### src/rtl/sscr_pkg.sv
// constants shared by the serial command block of the quad lamp switch
// assumes one 20 MHz system clock; serial pins are asynchronous to it
//
// Functional notes
// - frames are sixteen bits, msb first
// - bits 14:13 pick one of four outputs
// - bits 12:10 are the register address
// - low nine bits are the register payload
// - only whole multiples of sixteen bits latch
// - every reset source clears all register bits
// - low on-current sets openload flag, output stays
// - led mode checks once per interval, full duty
// - openload flag held until gone and read
// - per-output bit disables on-openload detection
// - sense routing from config; mirror off in fail-safe
// - prewarning flag latched, cleared by read
// - clamp trip forces all outputs on
// - logic supply fail with enable clears registers
// - no logic supply: outputs follow direct inputs
// - battery loss keeps config, reports undervoltage
// - both supplies lost clear registers and faults
// - status payload low five bits pick readback
// - duty register bit seven sets output state
package sscr_pkg;
  localparam int FRAME_W = 16; // bits in one frame
  localparam int PAY_W = 9; // payload width
  localparam int NOUT = 4; // switch outputs
  localparam int WD_BIT = 15; // watchdog toggle bit
  localparam int SEL_HI = 14; // output select field
  localparam int SEL_LO = 13;
  localparam int ADR_HI = 12; // register address field
  localparam int ADR_LO = 10;
  // register addresses
  localparam logic [2:0] ADR_STAT = 3'h0;
  localparam logic [2:0] ADR_DUTY = 3'h1;
  localparam logic [2:0] ADR_SWC = 3'h2;
  localparam logic [2:0] ADR_FLT = 3'h3;
  localparam logic [2:0] ADR_OC = 3'h4;
  localparam logic [2:0] ADR_GCR = 3'h5;
  localparam logic [2:0] ADR_CAL = 3'h7;
  localparam logic [8:0] CAL_PATTERN = 9'h15B; // fixed calibration payload
  localparam logic [8:0] REG_RST = 9'h000; // value of every register after reset
  // field positions
  localparam int DUTY_ON = 7; // output on command
  localparam logic [7:0] DUTY_FULL = 8'hFF; // on bit plus full duty code
  localparam int SWC_DIR_DIS = 5; // direct input disable
  localparam int FLT_ON_OPENLOAD_FLAG_DIS = 3; // on-openload disable
  localparam int FLT_LED = 1; // led openload select
  localparam int FLT_RATIO = 0; // sense ratio select
  localparam int GCR_VDDF_EN = 8; // logic supply fail enable
  localparam int GCR_PWM_EN = 7; // pwm module enable
  localparam int GCR_TEMP_EN = 5; // temperature sense enable
  localparam int GCR_SNS_EN = 4; // sense output enable
  localparam int GCR_CH_HI = 3; // sense channel select
  localparam int GCR_CH_LO = 2;
  localparam int STAT_SEL_W = 5; // readback select width
  // timing
  localparam int CLK_KHZ = 20000; // system clock rate
  localparam int LED_CHECK_US = 20000; // led check interval, microseconds
  localparam int LED_CHECK_CYC = LED_CHECK_US / 1000 * CLK_KHZ;
endpackage

### src/rtl/sscr_frame_if.sv
// bundle between the serial shifter and the register core
// assumes both ends share one clock
`timescale 1ns/1ns
interface sscr_frame_if;
  logic load; // pulse: chip select fell, readback captured
  logic done; // pulse: chip select rose
  logic ok; // with done: length was a whole multiple
  logic [15:0] data; // last sixteen bits shifted in
  logic [15:0] so_word; // readback word to send next
  logic so; // serial out bit
  logic so_oe_n; // serial out enable, low drives
  modport shifter (output load, done, ok, data, so, so_oe_n, input so_word);
  modport core (input load, done, ok, data, so, so_oe_n, output so_word);
endinterface

### src/rtl/sscr_sync.sv
// two-flop synchroniser for a vector of unrelated levels
// assumes each bit is a slow level or the 400 ns serial clock
`timescale 1ns/1ns
module sscr_sync #(
  parameter int W = 1
) (
  input wire logic clk_i,
  input wire logic sys_rst_i,
  input wire logic [W-1:0] d_i,
  output logic [W-1:0] q_o
);
  logic [W-1:0] meta_q; // first stage, read only by the second
  // two stages, cleared by reset
  always_ff @(posedge clk_i or posedge sys_rst_i) begin
    if (sys_rst_i) begin
      meta_q <= '0;
      q_o <= '0;
    end else begin
      meta_q <= d_i;
      q_o <= meta_q;
    end
  end
endmodule

### src/rtl/sscr_frame.sv
// serial shifter: counts bits, shifts in and out for daisy chains
// assumes synchronised pins; samples on the rising serial clock
`timescale 1ns/1ns
module sscr_frame
  import sscr_pkg::*;
(
  input wire logic clk_i,
  input wire logic sys_rst_i,
  input wire logic sclk_i,
  input wire logic cs_n_i,
  input wire logic si_i,
  sscr_frame_if.shifter fr
);
  logic sclk_p_q; // previous serial clock
  logic cs_p_q; // previous chip select
  logic [15:0] shift_q; // in and out shift register
  logic [3:0] cnt_q; // bit count modulo sixteen
  logic any_q; // at least one bit this frame
  logic rise;
  logic cs_fall;
  logic cs_rise;
  assign rise = sclk_i & ~sclk_p_q & ~cs_n_i;
  assign cs_fall = cs_p_q & ~cs_n_i;
  assign cs_rise = ~cs_p_q & cs_n_i;
  // edge history
  always_ff @(posedge clk_i or posedge sys_rst_i) begin
    if (sys_rst_i) begin
      sclk_p_q <= 1'b0;
      cs_p_q <= 1'b1;
    end else begin
      sclk_p_q <= sclk_i;
      cs_p_q <= cs_n_i;
    end
  end
  // load readback, then shift msb first so old bits pass on
  always_ff @(posedge clk_i or posedge sys_rst_i) begin
    if (sys_rst_i) begin
      shift_q <= 16'h0000;
      cnt_q <= 4'h0;
      any_q <= 1'b0;
    end else if (cs_fall) begin
      shift_q <= fr.so_word;
      cnt_q <= 4'h0;
      any_q <= 1'b0;
    end else if (rise) begin
      shift_q <= {shift_q[14:0], si_i};
      cnt_q <= cnt_q + 4'h1;
      any_q <= 1'b1;
    end
  end
  // strobes and serial out
  always_ff @(posedge clk_i or posedge sys_rst_i) begin
    if (sys_rst_i) begin
      fr.load <= 1'b0;
      fr.done <= 1'b0;
      fr.ok <= 1'b0;
      fr.so_oe_n <= 1'b1;
    end else begin
      fr.load <= cs_fall;
      fr.done <= cs_rise;
      fr.ok <= cs_rise & any_q & (cnt_q == 4'h0);
      fr.so_oe_n <= cs_n_i;
    end
  end
  assign fr.data = shift_q;
  assign fr.so = shift_q[15];
endmodule

### src/rtl/sscr_core.sv
// register core of the quad switch serial command block
// assumes comparator and supply monitor levels arrive as pins
`timescale 1ns/1ns
module sscr_core
  import sscr_pkg::*;
#(
  parameter int unsigned LED_CHECK_CYCLES = LED_CHECK_CYC
) (
  input wire logic clk_i,
  input wire logic sys_rst_i,
  input wire logic spi_sclk_i, // serial clock from host
  input wire logic spi_cs_n_i, // chip select, low active
  input wire logic spi_si_i, // serial in
  output logic spi_so_o, // serial out
  output logic spi_so_oe_n_o, // serial out enable, low drives
  input wire logic rst_pin_n_i, // reset pin, low clears
  input wire logic vdd_fail_i, // logic supply below fail level
  input wire logic por_i, // both supplies below power-on level
  input wire logic vpwr_uv_i, // battery undervoltage
  input wire logic clamp_trip_i, // battery clamp comparator
  input wire logic otw_cmp_i, // prewarning comparator
  input wire logic [3:0] overload_i, // pending overload turn-off
  input wire logic [3:0] dir_in_i, // direct input pins
  input wire logic [3:0] ol_cmp_i, // on-current below threshold
  output logic [3:0] switch_outputs_o, // gate commands
  output logic [3:0] on_openload_flag_o, // latched openload
  output logic thermal_prewarning_flag_o, // latched prewarning
  output logic undervoltage_flag_o, // latched undervoltage
  output logic [3:0] led_openload_select_o, // led threshold per output
  output logic sense_mirror_en_o, // current mirror on
  output logic sense_temp_en_o, // temperature on sense pin
  output logic [1:0] sense_channel_select_o, // mirrored output
  output logic sense_ratio_select_o // high ratio
);
  localparam int ITV_W = $clog2(LED_CHECK_CYCLES + 1);

  //////////////////////////////////////////////////////////////////
  // pin synchronisers and shifter

  logic sclk_s, cs_sel_s, si_s, rst_act_s, vdd_fail_s, por_s, uv_s, clamp_s, otw_s;
  logic [3:0] ovl_s, dir_s, olc_s;
  sscr_frame_if fr ();

  // every pin passes two flops; low-active pins enter inverted so reset matches idle
  sscr_sync #(.W(21)) u_sync (
    .clk_i(clk_i),
    .sys_rst_i(sys_rst_i),
    .d_i({spi_sclk_i, ~spi_cs_n_i, spi_si_i, ~rst_pin_n_i, vdd_fail_i, por_i, vpwr_uv_i,
          clamp_trip_i, otw_cmp_i, overload_i, dir_in_i, ol_cmp_i}),
    .q_o({sclk_s, cs_sel_s, si_s, rst_act_s, vdd_fail_s, por_s, uv_s,
          clamp_s, otw_s, ovl_s, dir_s, olc_s})
  );

  // serial shifter
  sscr_frame u_frame (
    .clk_i(clk_i),
    .sys_rst_i(sys_rst_i),
    .sclk_i(sclk_s),
    .cs_n_i(~cs_sel_s),
    .si_i(si_s),
    .fr(fr)
  );

  //////////////////////////////////////////////////////////////////
  // command registers

  logic [8:0] duty_q [NOUT]; // per-output duty and on command
  logic [8:0] swc_q [NOUT]; // per-output switching config
  logic [8:0] flt_q [NOUT]; // per-output fault config
  logic [8:0] oc_q [NOUT]; // per-output overcurrent config
  logic [8:0] gcr_q; // global config
  logic [4:0] stat_sel_q; // readback select
  logic cal_seen_q; // calibration command accepted
  logic wd_q; // last watchdog toggle bit
  logic [1:0] f_out; // output select of frame
  logic [2:0] f_adr; // address of frame
  logic [8:0] f_pay; // payload of frame
  logic wr; // valid frame applies this cycle
  logic clr_all; // register clear from reset pin or supplies
  logic failsafe; // no logic supply

  assign f_out = fr.data[SEL_HI:SEL_LO];
  assign f_adr = fr.data[ADR_HI:ADR_LO];
  assign f_pay = fr.data[PAY_W-1:0];
  assign wr = fr.done & fr.ok;
  assign failsafe = vdd_fail_s;
  // reset pin, supply fail with enable, or power-on level
  assign clr_all = rst_act_s | (vdd_fail_s & gcr_q[GCR_VDDF_EN]) | por_s;

  // register writes; battery loss does not touch them
  always_ff @(posedge clk_i or posedge sys_rst_i) begin
    if (sys_rst_i) begin
      for (int i = 0; i < NOUT; i++) begin
        duty_q[i] <= REG_RST;
        swc_q[i] <= REG_RST;
        flt_q[i] <= REG_RST;
        oc_q[i] <= REG_RST;
      end
      gcr_q <= REG_RST;
      stat_sel_q <= 5'h00;
      wd_q <= 1'b0;
    end else if (clr_all) begin
      // all bits go to zero
      for (int i = 0; i < NOUT; i++) begin
        duty_q[i] <= REG_RST;
        swc_q[i] <= REG_RST;
        flt_q[i] <= REG_RST;
        oc_q[i] <= REG_RST;
      end
      gcr_q <= REG_RST;
      stat_sel_q <= 5'h00;
      wd_q <= 1'b0;
    end else if (wr) begin
      wd_q <= fr.data[WD_BIT];
      case (f_adr)
        ADR_STAT: stat_sel_q <= f_pay[STAT_SEL_W-1:0];
        ADR_DUTY: duty_q[f_out] <= f_pay;
        ADR_SWC: swc_q[f_out] <= f_pay;
        ADR_FLT: flt_q[f_out] <= f_pay;
        ADR_OC: oc_q[f_out] <= f_pay;
        ADR_GCR: gcr_q <= f_pay;
        default: begin
          // calibration carries no stored state here
        end
      endcase
    end
  end

  // calibration is taken only with its fixed payload
  always_ff @(posedge clk_i or posedge sys_rst_i) begin
    if (sys_rst_i) begin
      cal_seen_q <= 1'b0;
    end else if (clr_all) begin
      cal_seen_q <= 1'b0;
    end else if (wr && f_adr == ADR_CAL && f_pay == CAL_PATTERN) begin
      cal_seen_q <= 1'b1;
    end
  end

  //////////////////////////////////////////////////////////////////
  // readback word and clear on read

  logic [15:0] so_word; // word loaded at chip select fall
  logic [1:0] rb_out; // output picked for readback
  logic [8:0] rb_pay; // payload picked for readback
  logic shown_q; // status word went out this frame
  logic rd_clr; // status read finished

  assign rb_out = stat_sel_q[4:3];
  // pick status or a register image
  always_comb begin
    rb_pay = REG_RST;
    case (stat_sel_q[2:0])
      ADR_DUTY: rb_pay = duty_q[rb_out];
      ADR_SWC: rb_pay = swc_q[rb_out];
      ADR_FLT: rb_pay = flt_q[rb_out];
      ADR_OC: rb_pay = oc_q[rb_out];
      ADR_GCR: rb_pay = gcr_q;
      ADR_CAL: rb_pay = cal_seen_q ? CAL_PATTERN : REG_RST;
      default: rb_pay = REG_RST;
    endcase
    if (stat_sel_q == 5'h00) begin
      so_word = {wd_q, 6'h00, cal_seen_q, thermal_prewarning_flag_o, undervoltage_flag_o,
                 2'h0, on_openload_flag_o};
    end else begin
      so_word = {wd_q, rb_out, stat_sel_q[2:0], 1'b0, rb_pay};
    end
  end
  assign fr.so_word = so_word;

  // remember that the status word is on its way out
  always_ff @(posedge clk_i or posedge sys_rst_i) begin
    if (sys_rst_i) begin
      shown_q <= 1'b0;
    end else if (fr.load) begin
      shown_q <= (stat_sel_q == 5'h00);
    end else if (fr.done) begin
      shown_q <= 1'b0;
    end
  end
  assign rd_clr = wr & shown_q;

  //////////////////////////////////////////////////////////////////
  // output switches

  logic [3:0] sw_d; // next gate command
  // direct inputs without logic supply, clamp forces all on
  always_comb begin
    for (int i = 0; i < NOUT; i++) begin
      if (failsafe) begin
        sw_d[i] = dir_s[i];
      end else begin
        sw_d[i] = duty_q[i][DUTY_ON] | (dir_s[i] & ~swc_q[i][SWC_DIR_DIS]);
      end
      sw_d[i] = sw_d[i] & ~ovl_s[i] & ~uv_s;
      if (clamp_s) begin
        sw_d[i] = 1'b1;
      end
    end
  end

  // gate command flops
  always_ff @(posedge clk_i or posedge sys_rst_i) begin
    if (sys_rst_i) begin
      switch_outputs_o <= 4'h0;
    end else begin
      switch_outputs_o <= sw_d;
    end
  end

  //////////////////////////////////////////////////////////////////
  // on-openload detection

  logic [ITV_W-1:0] itv_cnt_q; // led check interval counter
  logic tick; // interval boundary
  logic [3:0] armed_q; // output on at full duty since an interval boundary
  logic [3:0] full; // on at full duty with pwm enabled
  logic [3:0] ol_set; // openload seen this cycle

  assign tick = (itv_cnt_q == ITV_W'(LED_CHECK_CYCLES - 1));
  // free running interval
  always_ff @(posedge clk_i or posedge sys_rst_i) begin
    if (sys_rst_i) begin
      itv_cnt_q <= '0;
    end else if (tick) begin
      itv_cnt_q <= '0;
    end else begin
      itv_cnt_q <= itv_cnt_q + ITV_W'(1);
    end
  end

  // per-output set conditions
  always_comb begin
    for (int i = 0; i < NOUT; i++) begin
      full[i] = (duty_q[i][7:0] == DUTY_FULL) & gcr_q[GCR_PWM_EN];
      if (flt_q[i][FLT_ON_OPENLOAD_FLAG_DIS] || failsafe) begin
        ol_set[i] = 1'b0;
      end else if (flt_q[i][FLT_LED]) begin
        ol_set[i] = tick & armed_q[i] & full[i] & olc_s[i];
      end else begin
        ol_set[i] = switch_outputs_o[i] & olc_s[i];
      end
    end
  end

  // arm at an interval boundary while on at full duty, set wins over read clear
  always_ff @(posedge clk_i or posedge sys_rst_i) begin
    if (sys_rst_i) begin
      armed_q <= 4'h0;
      on_openload_flag_o <= 4'h0;
    end else if (clr_all) begin
      armed_q <= 4'h0;
      on_openload_flag_o <= 4'h0;
    end else begin
      for (int i = 0; i < NOUT; i++) begin
        if (!switch_outputs_o[i] || !full[i]) begin
          armed_q[i] <= 1'b0;
        end else if (tick) begin
          armed_q[i] <= 1'b1;
        end
        if (ol_set[i]) begin
          on_openload_flag_o[i] <= 1'b1;
        end else if (rd_clr && !olc_s[i]) begin
          on_openload_flag_o[i] <= 1'b0;
        end
      end
    end
  end

  //////////////////////////////////////////////////////////////////
  // prewarning and undervoltage flags

  // latched in normal mode, cleared by a status read
  always_ff @(posedge clk_i or posedge sys_rst_i) begin
    if (sys_rst_i) begin
      thermal_prewarning_flag_o <= 1'b0;
      undervoltage_flag_o <= 1'b0;
    end else if (clr_all) begin
      thermal_prewarning_flag_o <= 1'b0;
      undervoltage_flag_o <= 1'b0;
    end else begin
      if (otw_s && !failsafe) begin
        thermal_prewarning_flag_o <= 1'b1;
      end else if (rd_clr) begin
        thermal_prewarning_flag_o <= 1'b0;
      end
      if (uv_s) begin
        undervoltage_flag_o <= 1'b1;
      end else if (rd_clr) begin
        undervoltage_flag_o <= 1'b0;
      end
    end
  end

  //////////////////////////////////////////////////////////////////
  // sense routing and config images

  // no mirror current without logic supply
  always_ff @(posedge clk_i or posedge sys_rst_i) begin
    if (sys_rst_i) begin
      sense_mirror_en_o <= 1'b0;
      sense_temp_en_o <= 1'b0;
      sense_channel_select_o <= 2'h0;
      sense_ratio_select_o <= 1'b0;
      led_openload_select_o <= 4'h0;
    end else begin
      sense_mirror_en_o <= gcr_q[GCR_SNS_EN] & ~failsafe;
      sense_temp_en_o <= gcr_q[GCR_TEMP_EN];
      sense_channel_select_o <= gcr_q[GCR_CH_HI:GCR_CH_LO];
      sense_ratio_select_o <= flt_q[gcr_q[GCR_CH_HI:GCR_CH_LO]][FLT_RATIO];
      for (int i = 0; i < NOUT; i++) begin
        led_openload_select_o[i] <= flt_q[i][FLT_LED];
      end
    end
  end

  assign spi_so_o = fr.so;
  assign spi_so_oe_n_o = fr.so_oe_n;
endmodule

### config.mk
export PLATFORM = sky130hd
export DESIGN_NAME = sscr_core
export DESIGN_NICKNAME = d
export VERILOG_FILES = /design/src/rtl/sscr_pkg.sv /design/src/rtl/sscr_frame_if.sv /design/src/rtl/sscr_sync.sv /design/src/rtl/sscr_frame.sv /design/src/rtl/sscr_core.sv
export SDC_FILE = /design/constraint.sdc
export NUM_CORES = 1
export LEC_CHECK = 0
export ABC_AREA = 1
export BUFFER_PORTS_ARGS = -buffer_cell sky130_fd_sc_hd__buf_2
export CELL_PAD_IN_SITES_DETAIL_PLACEMENT = 2
export CELL_PAD_IN_SITES_GLOBAL_PLACEMENT = 2
export CORE_MARGIN = 4
export CORE_UTILIZATION = 40
export CTS_BUF_LIST = sky130_fd_sc_hd__clkbuf_4 sky130_fd_sc_hd__clkbuf_8
export CTS_CLUSTER_DIAMETER = 50
export DETAILED_ROUTE_END_ITERATION = 8
export PLACE_DENSITY = 0.81
export SYNTH_ARGS = -nofsm -noshare
export SYNTH_HDL_FRONTEND = slang
export SYNTH_HIERARCHICAL = 1
export SYNTH_SLANG_ARGS = --single-unit
### constraint.sdc
create_clock -name clk_i -period 7.4 [get_ports clk_i]
set_clock_uncertainty 0.1 [all_clocks]
set_input_delay 1.11 -clock clk_i [delete_from_list [all_inputs] [get_ports clk_i]]
set_output_delay 1.11 -clock clk_i [all_outputs]
set_load 0.01 [all_outputs]
-- Word level (Yosys, flattened, before mapping)
Cells that the tools add are included.
- bits in registers: 271
- bits in latches: 0
- RAM bits: 0
- ROM bits: 0
- input port bits: 23
- output and inout port bits: 21
- logic and storage cells: 287
- memories: 0
- add/sub/neg operators: 2
- multipliers: 0
- divide/modulo/power cells: 0
- order comparisons: 4
- equal/unequal tests: 18
- shifts and indexed selects: 0
- mux-type cells: 91
- bitwise operators: 66
- reductions and logical operators: 58
- operator list (cell ; number):
    2-to-1 mux 36 bit ; 12
    bitwise mux 36 bit ; 4
    2-to-1 mux 9 bit ; 13
    binary-select mux 9 bit (select 2 bit) ; 5
    case mux 9 bit (6 select lines) ; 1
    2-to-1 mux 1 bit ; 44
    AND 1 bit ; 42
    == test 8 bit (second input constant) ; 4
    2-to-1 mux 16 bit ; 2
    nonzero test 3 bit ; 10
    nonzero test 2 bit ; 10
    adder 19 x 1 -> 19 bit (second input constant) ; 1
    == test 19 bit (second input constant) ; 1
    2-to-1 mux 19 bit ; 1
    demux 9 bit (select 2 bit) ; 1
    == test 3 bit (second input constant) ; 6
    2-to-1 mux 4 bit ; 4
    2-to-1 mux 15 bit ; 1
    2-to-1 mux 5 bit ; 3
    NOT 1 bit ; 15
    zero test 1 bit ; 13
    == test 3 x 2 -> 1 bit (second input constant) ; 4
    AND reduction 2 bit ; 6
    == test 9 bit (second input constant) ; 1
    11 further kinds ; 35

-- Logic depth before layout (Yosys ltp)
Gate-level depths: netlist of the first run.
- word-level depth: 9
- gate-level depth with buffers: 14
- mapped depth without buffers: 12

-- By module
Netlist of the first run, hierarchy kept.
- by module, submodules not included (module ; times used ; cells each ; area each (um^2) ; sequential area each (um^2)):
    sscr_core ; 1 ; 1245 ; 9701.8 ; 5079.9
    sscr_frame ; 1 ; 134 ; 1286.2 ; 651.9
    sscr_sync ; 1 ; 43 ; 1054.8 ; 1051.0

-- Least setup slack after synthesis of the first run
OpenSTA, ideal clock, no wires.
- path kind: reg2out
- start: register u_frame.fr.so_oe_n
- end: output port spi_so_oe_n_o
- data arrival time: 0.569 ns
- data required time: 6.190 ns
- path slack: 5.621 ns
- cell stages (with the launch flop): 1
- buffers on the path: 0
- cell sequence: dfstp_2
- RTL lines (what ; line ; RTL):
    start, declared ; sscr_frame_if.sv:12 ; modport shifter (output load, done, ok, data, so, so_oe_n, input so_word);
    start signal, assigned ; sscr_frame.sv:62 ; fr.so_oe_n <= cs_n_i;
    end, declared ; sscr_core.sv:15 ; output logic spi_so_oe_n_o,
No word-level cell between the ends.

-- Final worst setup path of the first run
- start: register u_frame.shift_q[10], in the netlist u_frame/fr.data[10]
- end: register duty_q[32] (netlist name)
- cells in the longest elaborated chain, start to end: 3
- ends and longest elaborated chain (what ; line ; RTL):
    start, declared ; sscr_frame.sv:16 ; logic [15:0] shift_q;
    start signal, assigned ; sscr_frame.sv:42 ; shift_q <= fr.so_word;
    start signal, assigned ; sscr_frame.sv:46 ; shift_q <= {shift_q[14:0], si_i};
    == test 3 x 1 -> 1 bit ; sscr_core.sv:115 ; case (f_adr)
    nonzero test 2 bit (no line) ; n/a ;
    AND reduction 2 bit (no line) ; n/a ;
    end signal, assigned by index ; sscr_core.sv:117 ; ADR_DUTY: duty_q[f_out] <= f_pay;
    end, declared ; sscr_core.sv:67 ; logic [8:0] duty_q [NOUT];
No other way between the ends.
A chain may end at the register's enable or synchronous reset.

==> summary.txt, run 1 <==
Outcome
  • Outcome: complete, no violations

Critical path
  • CP Cell Sequence: inv_1 > nor2_1 > nand2_1 > inv_1 > nor2_4 > inv_2 > nand2_1 > nand2_1 > o21ai_0
  • Crit-path leading delay family: simple AND/OR/NAND/NOR gates
  • CP arrival: 3490 ps
  • FF-to-FF path depth: 9
  • Flop-to-flop setup slack: 4270 ps
  • Reg-to-Reg End: duty_q[32]$_DFFE_PP0P_
  • CP peak stage delay: 680 ps
  • Critical Path Source Type: flip-flop
  • Crit-path most repeated cell: nand2_1
  • CP required: 7760 ps
  • Worst r2r src: u_frame/fr.data[10]$_DFFE_PP0P_
  • Type of destination of the critical path: flip-flop
  • Worst-path fanout max: 18
  • CP max-delay cell: nand2_1
  • CP bufs+invs: 3
  • Kind of critical path: flip-flop to flip-flop

Yosys
  • Post-synth top area share: 0.561
  • Mapped Nets: 1448
  • Top-count cell post-synth: nand2_1
  • YS warnings: 6
  • Yosys reg bits: 271
  • Synth Cell Area: 12000 um^2
  • Largest area contributor in the netlist: dfrtp_1
  • Post-synth EDFFs: 0
  • Post-synth cell types: 44
  • FFs w/ async S/R, synth: 1.00
  • Synthesized instance count: 1422
  • Area contributors post-synth: dfrtp_1 56%, nand2_1 12%, o21ai_0 9.2%, nor2_1 4.6%, inv_1 3.5%
  • Syn Area/Cell: 8.47 um^2
  • Most common library cells after synthesis: 371 x nand2_1, 270 x dfrtp_1, 222 x o21ai_0, 149 x nor2_1, 112 x inv_1
  • Top_reg_cell synth: dfrtp_1
  • Register area share after synthesis: 0.563

Hold path
  • Hold depth: 0
  • Hold path startpoint: u_sync/meta_q[7]$_DFF_PP0_
  • Min-Delay Endpoint: u_sync/q_o[7]$_DFF_PP0_
  • Worst hold path type: flip-flop to flip-flop

CTS
  • Clock-pin slew on the worst setup and hold paths: 70 ps
  • Clk sinks: 271
  • Total CTS buffers: 49
  • Clock latency on the worst-skew pair: 580 ps
  • H-tree depth: 2
  • Post-cts repair resize count: 0
  • Postcts setup bufs: 0
  • CTS Hold Bufs: 0
  • CTS root buffer: clkbuf_8
  • TritonCTS clock tree: yes
  • Buffer levels on the longest clock path: 3

STA
  • Final setup TNS: 0 ps
  • Fin. Hold Viols: 0
  • Tcrit/Tclk final: 0.424
  • Worst Max-Slew Pin Slew: 1250 ps
  • Final setup fails: 0
  • Hold_ws: 247 ps
  • Fin crit period: 3130 ps
  • Relative slew slack: 0.163
  • RSZ-0062 raised after global routing: false
  • Final Max Slew Viols: 0
  • Fmax: 319 MHz

Route
  • Via count: 11000
  • DRC errors left: 0
  • Pre-Repair DR Iteration Count: 5
  • Average routed wire per standard cell: 26.5 um
  • DRT Wirelength: 50200 um
  • Vias/cell: 5.77
  • Antenna viol nets, final: 0
  • Iter 0 DRT Violations: 716

Power and ir drop
  • Worst vdd ir: 178 uV
  • Lkg Pwr: 6.46 nW
  • Pwr Density: 242 nW/um^2

Placement
  • HPWL Detailed: 34100 um
  • PortBufs: 43
  • Routability cong.: 0.884

Global route
  • Vias in the first global route: 12100
  • Total GRT Usage: 0.305
  • Initial antenna violation count: 1
  • Largest net degree at the start of global routing: 131
  • First-pass GRT wire length: 76700 um
  • Grt total ovfl: 0

Cells and area
  • Share of layout cells above drive strength 1: 0.132
  • Layout net count: 1498
  • Antenna diodes: 0
  • Synth-to-layout area growth: 13.7%
  • Fill count: 3304

Floorplan
  • Starting Density: 0.406
  • CORE AREA: 29600 um^2
  • # IOs: 44
  • FP Rows: 63
  • Die W: 182 um
  • Die ar.: 32900 um^2
  • Die height: 182 um

Run
  • Total of max-cap violations: 0
## metal layers
| layer | vias up | global-route usage | routed length (um) |
|---|---|---|---|
| met5 | - | 0 | 7 |
| met4 | 2 | 0.118 | 2140 |
| met3 | 123 | 0.0681 | 3630 |
| met2 | 435 | 0.508 | 23900 |
| met1 | 5677 | 0.390 | 20600 |
| li1 | 4713 | - | - |
## final cells by class
class	count	area (um^2)	area share
Clock inverter	7	113	0.00823
Multi-Input combinational cell	975	4530	0.331
Inverter	120	465	0.0340
Tap cell	390	488	0.0356
Sequential cell	271	6780	0.496
Timing Repair Buffer	55	325	0.0238
Clock buffer	79	987	0.0721
## worst max-delay path by stage
| stage | slack (ps) | to | cells after the start | from |
|---|---|---|---|---|
| finish | 4270 | duty_q[32]$_DFFE_PP0P_ | 9 | u_frame/fr.data[10]$_DFFE_PP0P_ |
| global route | 4150 | duty_q[5]$_DFFE_PP0P_ | 9 | u_frame/fr.data[10]$_DFFE_PP0P_ |
| CTS | 4350 | u_frame/fr.data[4]$_DFFE_PP0P_ | 8 | stat_sel_q[3]$_DFFE_PP0P_ |
| detailed placement | 4290 | itv_cnt_q[5]$_DFF_PP0_ | 3 | sys_rst_i |
| global placement | 4320 | itv_cnt_q[6]$_DFF_PP0_ | 3 | sys_rst_i |
| floorplan | 650 | armed_q[0]$_DFFE_PP0P_ | 1 | sys_rst_i |
## cells in the final DEF (no fill, tap or decap), types with 5 or more instances in the layout
master | Yosys | final
o21ai_0 | 222 | 222
clkbuf_4 | 0 | 16
clkbuf_8 | 0 | 63
buf_2 | 13 | 43
o21ai_1 | 10 | 10
nor2_1 | 149 | 149
nand2_1 | 371 | 371
buf_4 | 5 | 11
nand3_2 | 10 | 10
inv_2 | 6 | 8
nand3_1 | 74 | 74
nor3b_1 | 5 | 5
nand4_1 | 9 | 9
nor3_1 | 11 | 9
dfrtp_1 | 270 | 269
nand2_2 | 14 | 14
xor2_1 | 7 | 7
a21oi_1 | 37 | 37
inv_1 | 112 | 108
o21ai_2 | 10 | 10
o22ai_1 | 17 | 17
## cell families after synthesis
family / after synthesis / synth area share
other: 1 / 0.000311
buffers and inverters: 176 / 0.0617
adder cells (fa/ha/maj): 3 / 0.00312
AO/OA/AOI/OAI: 308 / 0.136
AND/OR/NAND/NOR: 654 / 0.229
flip-flops: 271 / 0.563
XOR/XNOR: 9 / 0.00655
## metrics by stage
| step | instances | utilization | worst slack [ps] | instance area [um^2] | power [mW] |
|---|---|---|---|---|---|
| final | 1897 | 0.462 | 4270 | 13700 | 3.31 |
| after global placement | 1810 | 0.424 | 4320 | 12600 | 1.73 |
| after CTS | 1896 | 0.461 | 4350 | 13700 | 3.33 |
| after global routing | 1897 | 0.462 | 4150 | 13700 | 3.44 |
| after floorplan | 1422 | - | 651 | 12000 | 1.66 |
| after detailed placement | 1810 | 0.424 | 4290 | 12600 | 1.74 |
## power by group
| group | total, mW | switching, mW | internal, mW |
|---|---|---|---|
| clock | 1.59 | 0.648 | 0.943 |
| combinational | 0.182 | 0.148 | 0.0344 |
| sequential | 1.54 | 0.0284 | 1.51 |
## registers in the layout, summed over array words and instances (netlist names), 5 cells and up
| register | flops |
|---|---|
| duty_q | 36 |
| flt_q | 36 |
| oc_q | 36 |
| swc_q | 36 |
| u_sync/meta_q | 21 |
| u_sync/q_o | 21 |
| itv_cnt_q | 19 |
| u_frame/fr.data | 16 |
| gcr_q | 9 |
| stat_sel_q | 5 |
(Power assumes the default switching activity.)
==> run 2, diff against run 1 <==
ABC_AREA = 0   (was 1)
CORE_UTILIZATION = 44   (was 40)
clock period = 3.1 ns   (was 7.4 ns; I/O delays follow)
==> run 2 against run 1 <==
  * Die area shrank 6.3%
  * Non-clock buffer count rose by 48
  * Utilization increased by 5.1 points
  * Worst setup slack worse by 3900 ps
==> summary.txt, run 2 <==
Global route
  • Largest net degree at the start of global routing: 136 (+3.8%)
  • Vias in the first global route: 11100 (-9.0%)
  • Total GRT Usage: 0.317 (+0.0114)
  • Grt total ovfl: 0 (unchanged)
  • Initial antenna violation count: 0 (-1)
  • First-pass GRT wire length: 73900 um (-3.7%)

Hold path
  • Hold path startpoint: u_sync/meta_q[13]$_DFF_PP0_
  • Min-Delay Endpoint: u_sync/q_o[13]$_DFF_PP0_
  • Worst hold path type: flip-flop to flip-flop
  • Hold depth: 0 (unchanged)

Critical path
  • CP required: 3460 ps (-4300 ps)
  • FF-to-FF path depth: 6 (-3)
  • Worst-path fanout max: 27 (+9)
  • Flop-to-flop setup slack: 340 ps (-3930 ps)
  • CP arrival: 3120 ps (-370 ps)
  • Type of destination of the critical path: flip-flop
  • Worst r2r src: stat_sel_q[1]$_DFFE_PP0P_
  • Kind of critical path: flip-flop to flip-flop
  • Reg-to-Reg End: u_frame/fr.data[0]$_DFFE_PP0P_
  • Critical Path Source Type: flip-flop

Yosys
  • Synth Cell Area: 12400 um^2 (+2.8%)
  • Yosys reg bits: 271 (unchanged)
  • Post-synth top area share: 0.546 (-0.0153)
  • Mapped Nets: 1127 (-22%)
  • FFs w/ async S/R, synth: 1.00 (unchanged)
  • Area contributors post-synth: dfrtp_1 55%, mux2i_1 15%, nor2_1 5.7%, mux4_2 3.1%, clkbuf_1 1.5%
  • Synthesized instance count: 1101 (-23%)
  • Largest area contributor in the netlist: dfrtp_1
  • Top_reg_cell synth: dfrtp_1
  • Syn Area/Cell: 11.2 um^2 (+33%)
  • Top-count cell post-synth: dfrtp_1
  • Post-synth cell types: 70 (+59%)
  • Post-synth EDFFs: 0 (unchanged)
  • Most common library cells after synthesis: 270 x dfrtp_1, 188 x mux2i_1, 188 x nor2_1, 48 x clkbuf_1, 42 x nand2_1
  • Register area share after synthesis: 0.548 (-0.0153)
  • YS warnings: 6 (unchanged)

Run
  • Total of max-cap violations: 0 (unchanged)

Power and ir drop
  • Tot Pwr: 7.45 mW (+130%)
  • Pwr Density: 523 nW/um^2 (+120%)
  • Worst vdd ir: 331 uV (+87%)
  • Lkg Pwr: 6.34 nW (-1.8%)

Floorplan
  • Starting Density: 0.446 (+0.0393)
  • CORE AREA: 27800 um^2 (-6.3%)
  • Die ar.: 30900 um^2 (-6.3%)
  • FP Rows: 61 (-3.2%)
  • Die height: 176 um (-3.2%)
  • Die W: 176 um (-3.2%)
  • # IOs: 44 (unchanged)

Route
  • Average routed wire per standard cell: 30.5 um (+15%)
  • Antenna viol nets, final: 0 (unchanged)
  • Iter 0 DRT Violations: 813 (+14%)
  • Via count: 9543 (-13%)
  • DRT Wirelength: 48100 um (-4.2%)
  • Pre-Repair DR Iteration Count: 6 (+1)
  • DRC errors left: 0 (unchanged)
  • Vias/cell: 6.05 (+4.8%)

Cells and area
  • Most common cell after layout, fill and taps aside: dfrtp_1
  • Share of layout cells above drive strength 1: 0.179 (+0.0471)
  • Synth-to-layout area growth: 15.1%
  • Final Cell Area: 14200 um^2 (+4.1%)
  • Antenna diodes: 0 (unchanged)
  • Commonest non-fill, non-tap cells in the layout: 269 x dfrtp_1, 188 x nor2_1, 188 x mux2i_1, 58 x clkbuf_8, 43 x buf_2
  • Layout net count: 1198 (-20%)

STA
  • Worst Max-Slew Pin Slew: 1010 ps (-239 ps)
  • Fin crit period: 2760 ps (-372 ps)
  • Final setup fails: 0 (unchanged)
  • Final Max Slew Viols: 0 (unchanged)
  • Hold_ws: 254 ps (+7.42 ps)
  • Fin. Hold Viols: 0 (unchanged)
  • Tcrit/Tclk final: 0.891 (+0.468)
  • RSZ-0062 raised after global routing: false
  • Fmax: 362 MHz (+13%)
  • Relative slew slack: 0.326 (+0.163)

Outcome
  • Outcome: complete, no violations

Placement
  • PortBufs: 43 (unchanged)
  • HPWL Detailed: 28000 um (-18%)
  • Area after DPL: 13100 um^2 (+4.1%)
  • Routability cong.: 0.880 (-0.40%)

CTS
  • H-tree depth: 2 (unchanged)
  • Buffer levels on the longest clock path: 3 (unchanged)
  • Total CTS buffers: 48 (-2.0%)
  • Clock-pin slew on the worst setup and hold paths: 70 ps (about the same)
  • Postcts setup bufs: 0 (unchanged)
  • Clock latency on the worst-skew pair: 600 ps (+20 ps)
  • Post-cts repair resize count: 0 (unchanged)
  • CTS root buffer: clkbuf_8
  • TritonCTS clock tree: yes
  • Clk sinks: 271 (unchanged)
[run 2: cell count changes after synthesis, moves of 17 or more]
cell     change
nand2_1    -329
o21ai_0    -196
mux2i_1    +188
inv_1       -77
nand3_1     -45
nor2_1      +39
a22oi_1     +17
mux4_2      +17
[run 2: area by class of cell]
type	count	area, um^2
clock buffer	72	903
clock inverter	6	41.3
fill	2764	13500
inverter	35	135
multi-input combinational	713	5120
sequential	271	6790
tap	378	473
timing repair buffer	103	783
[run 2: kinds of logic after synthesis]
logic type,Yosys count,synth area share
AOI/OAI and AO/OA,114,0.0634
xor gates and xnor gates,15,0.0106
adders and majority gates,3,0.00303
buffers and inverters,117,0.0426
DFF,271,0.548
muxes,213,0.191
other,1,0.000303
and+or+nand+nor,367,0.142
[run 2: critical path: stages, from the launching register on]
cell and delay (ps):
dfrtp_1 930, or4b_1 380, o22ai_1 110, nor3_1 440, nand3_1 150, mux2_4 270, mux2_2 260
[run 2: layer usage]
layer	track usage	wire [um]
met1	0.384	18600
met5	0	0
met4	0.143	2430
met3	0.0536	2360
met2	0.553	24800
[run 2: how the worst max path moves through the flow]
stage | slack, ps | start | end | depth (start not counted)
after floorplan | -100 | sys_rst_i | armed_q[0]$_DFFE_PP0P_ | 1
after global placement | 530 | stat_sel_q[1]$_DFFE_PP0P_ | u_frame/fr.data[7]$_DFFE_PP0P_ | 6
after detailed placement | 480 | stat_sel_q[1]$_DFFE_PP0P_ | u_frame/fr.data[7]$_DFFE_PP0P_ | 6
after CTS | 440 | stat_sel_q[1]$_DFFE_PP0P_ | u_frame/fr.data[7]$_DFFE_PP0P_ | 6
after global routing | 250 | stat_sel_q[1]$_DFFE_PP0P_ | u_frame/fr.data[7]$_DFFE_PP0P_ | 6
final | 340 | stat_sel_q[1]$_DFFE_PP0P_ | u_frame/fr.data[0]$_DFFE_PP0P_ | 6
[run 2: where the power goes]
part           internal [mW]  switching, mW  total (mW)
clock network           1.85           1.61        3.46
registers               3.59         0.0851        3.68
logic                 0.0923          0.223       0.315
total                   5.53           1.92        7.45
[run 2: stage by stage]
step | TNS [ps] | setup slack, ps | utilization | std cells
after CTS | 0 | 440 | 0.513 | 1578
after detailed placement | 0 | 477 | 0.471 | 1478
final | 0 | 337 | 0.513 | 1578
after floorplan | -19350 | -95.3 | - | 1101
after global routing | 0 | 247 | 0.513 | 1578
after global placement | 0 | 534 | 0.471 | 1478
[run 2: repair_timing]
item,4_1_cts,5_1_grt
setup endpoints to repair,0,0
endpoints found under the hold margin,62,0
hold buffers,22,0
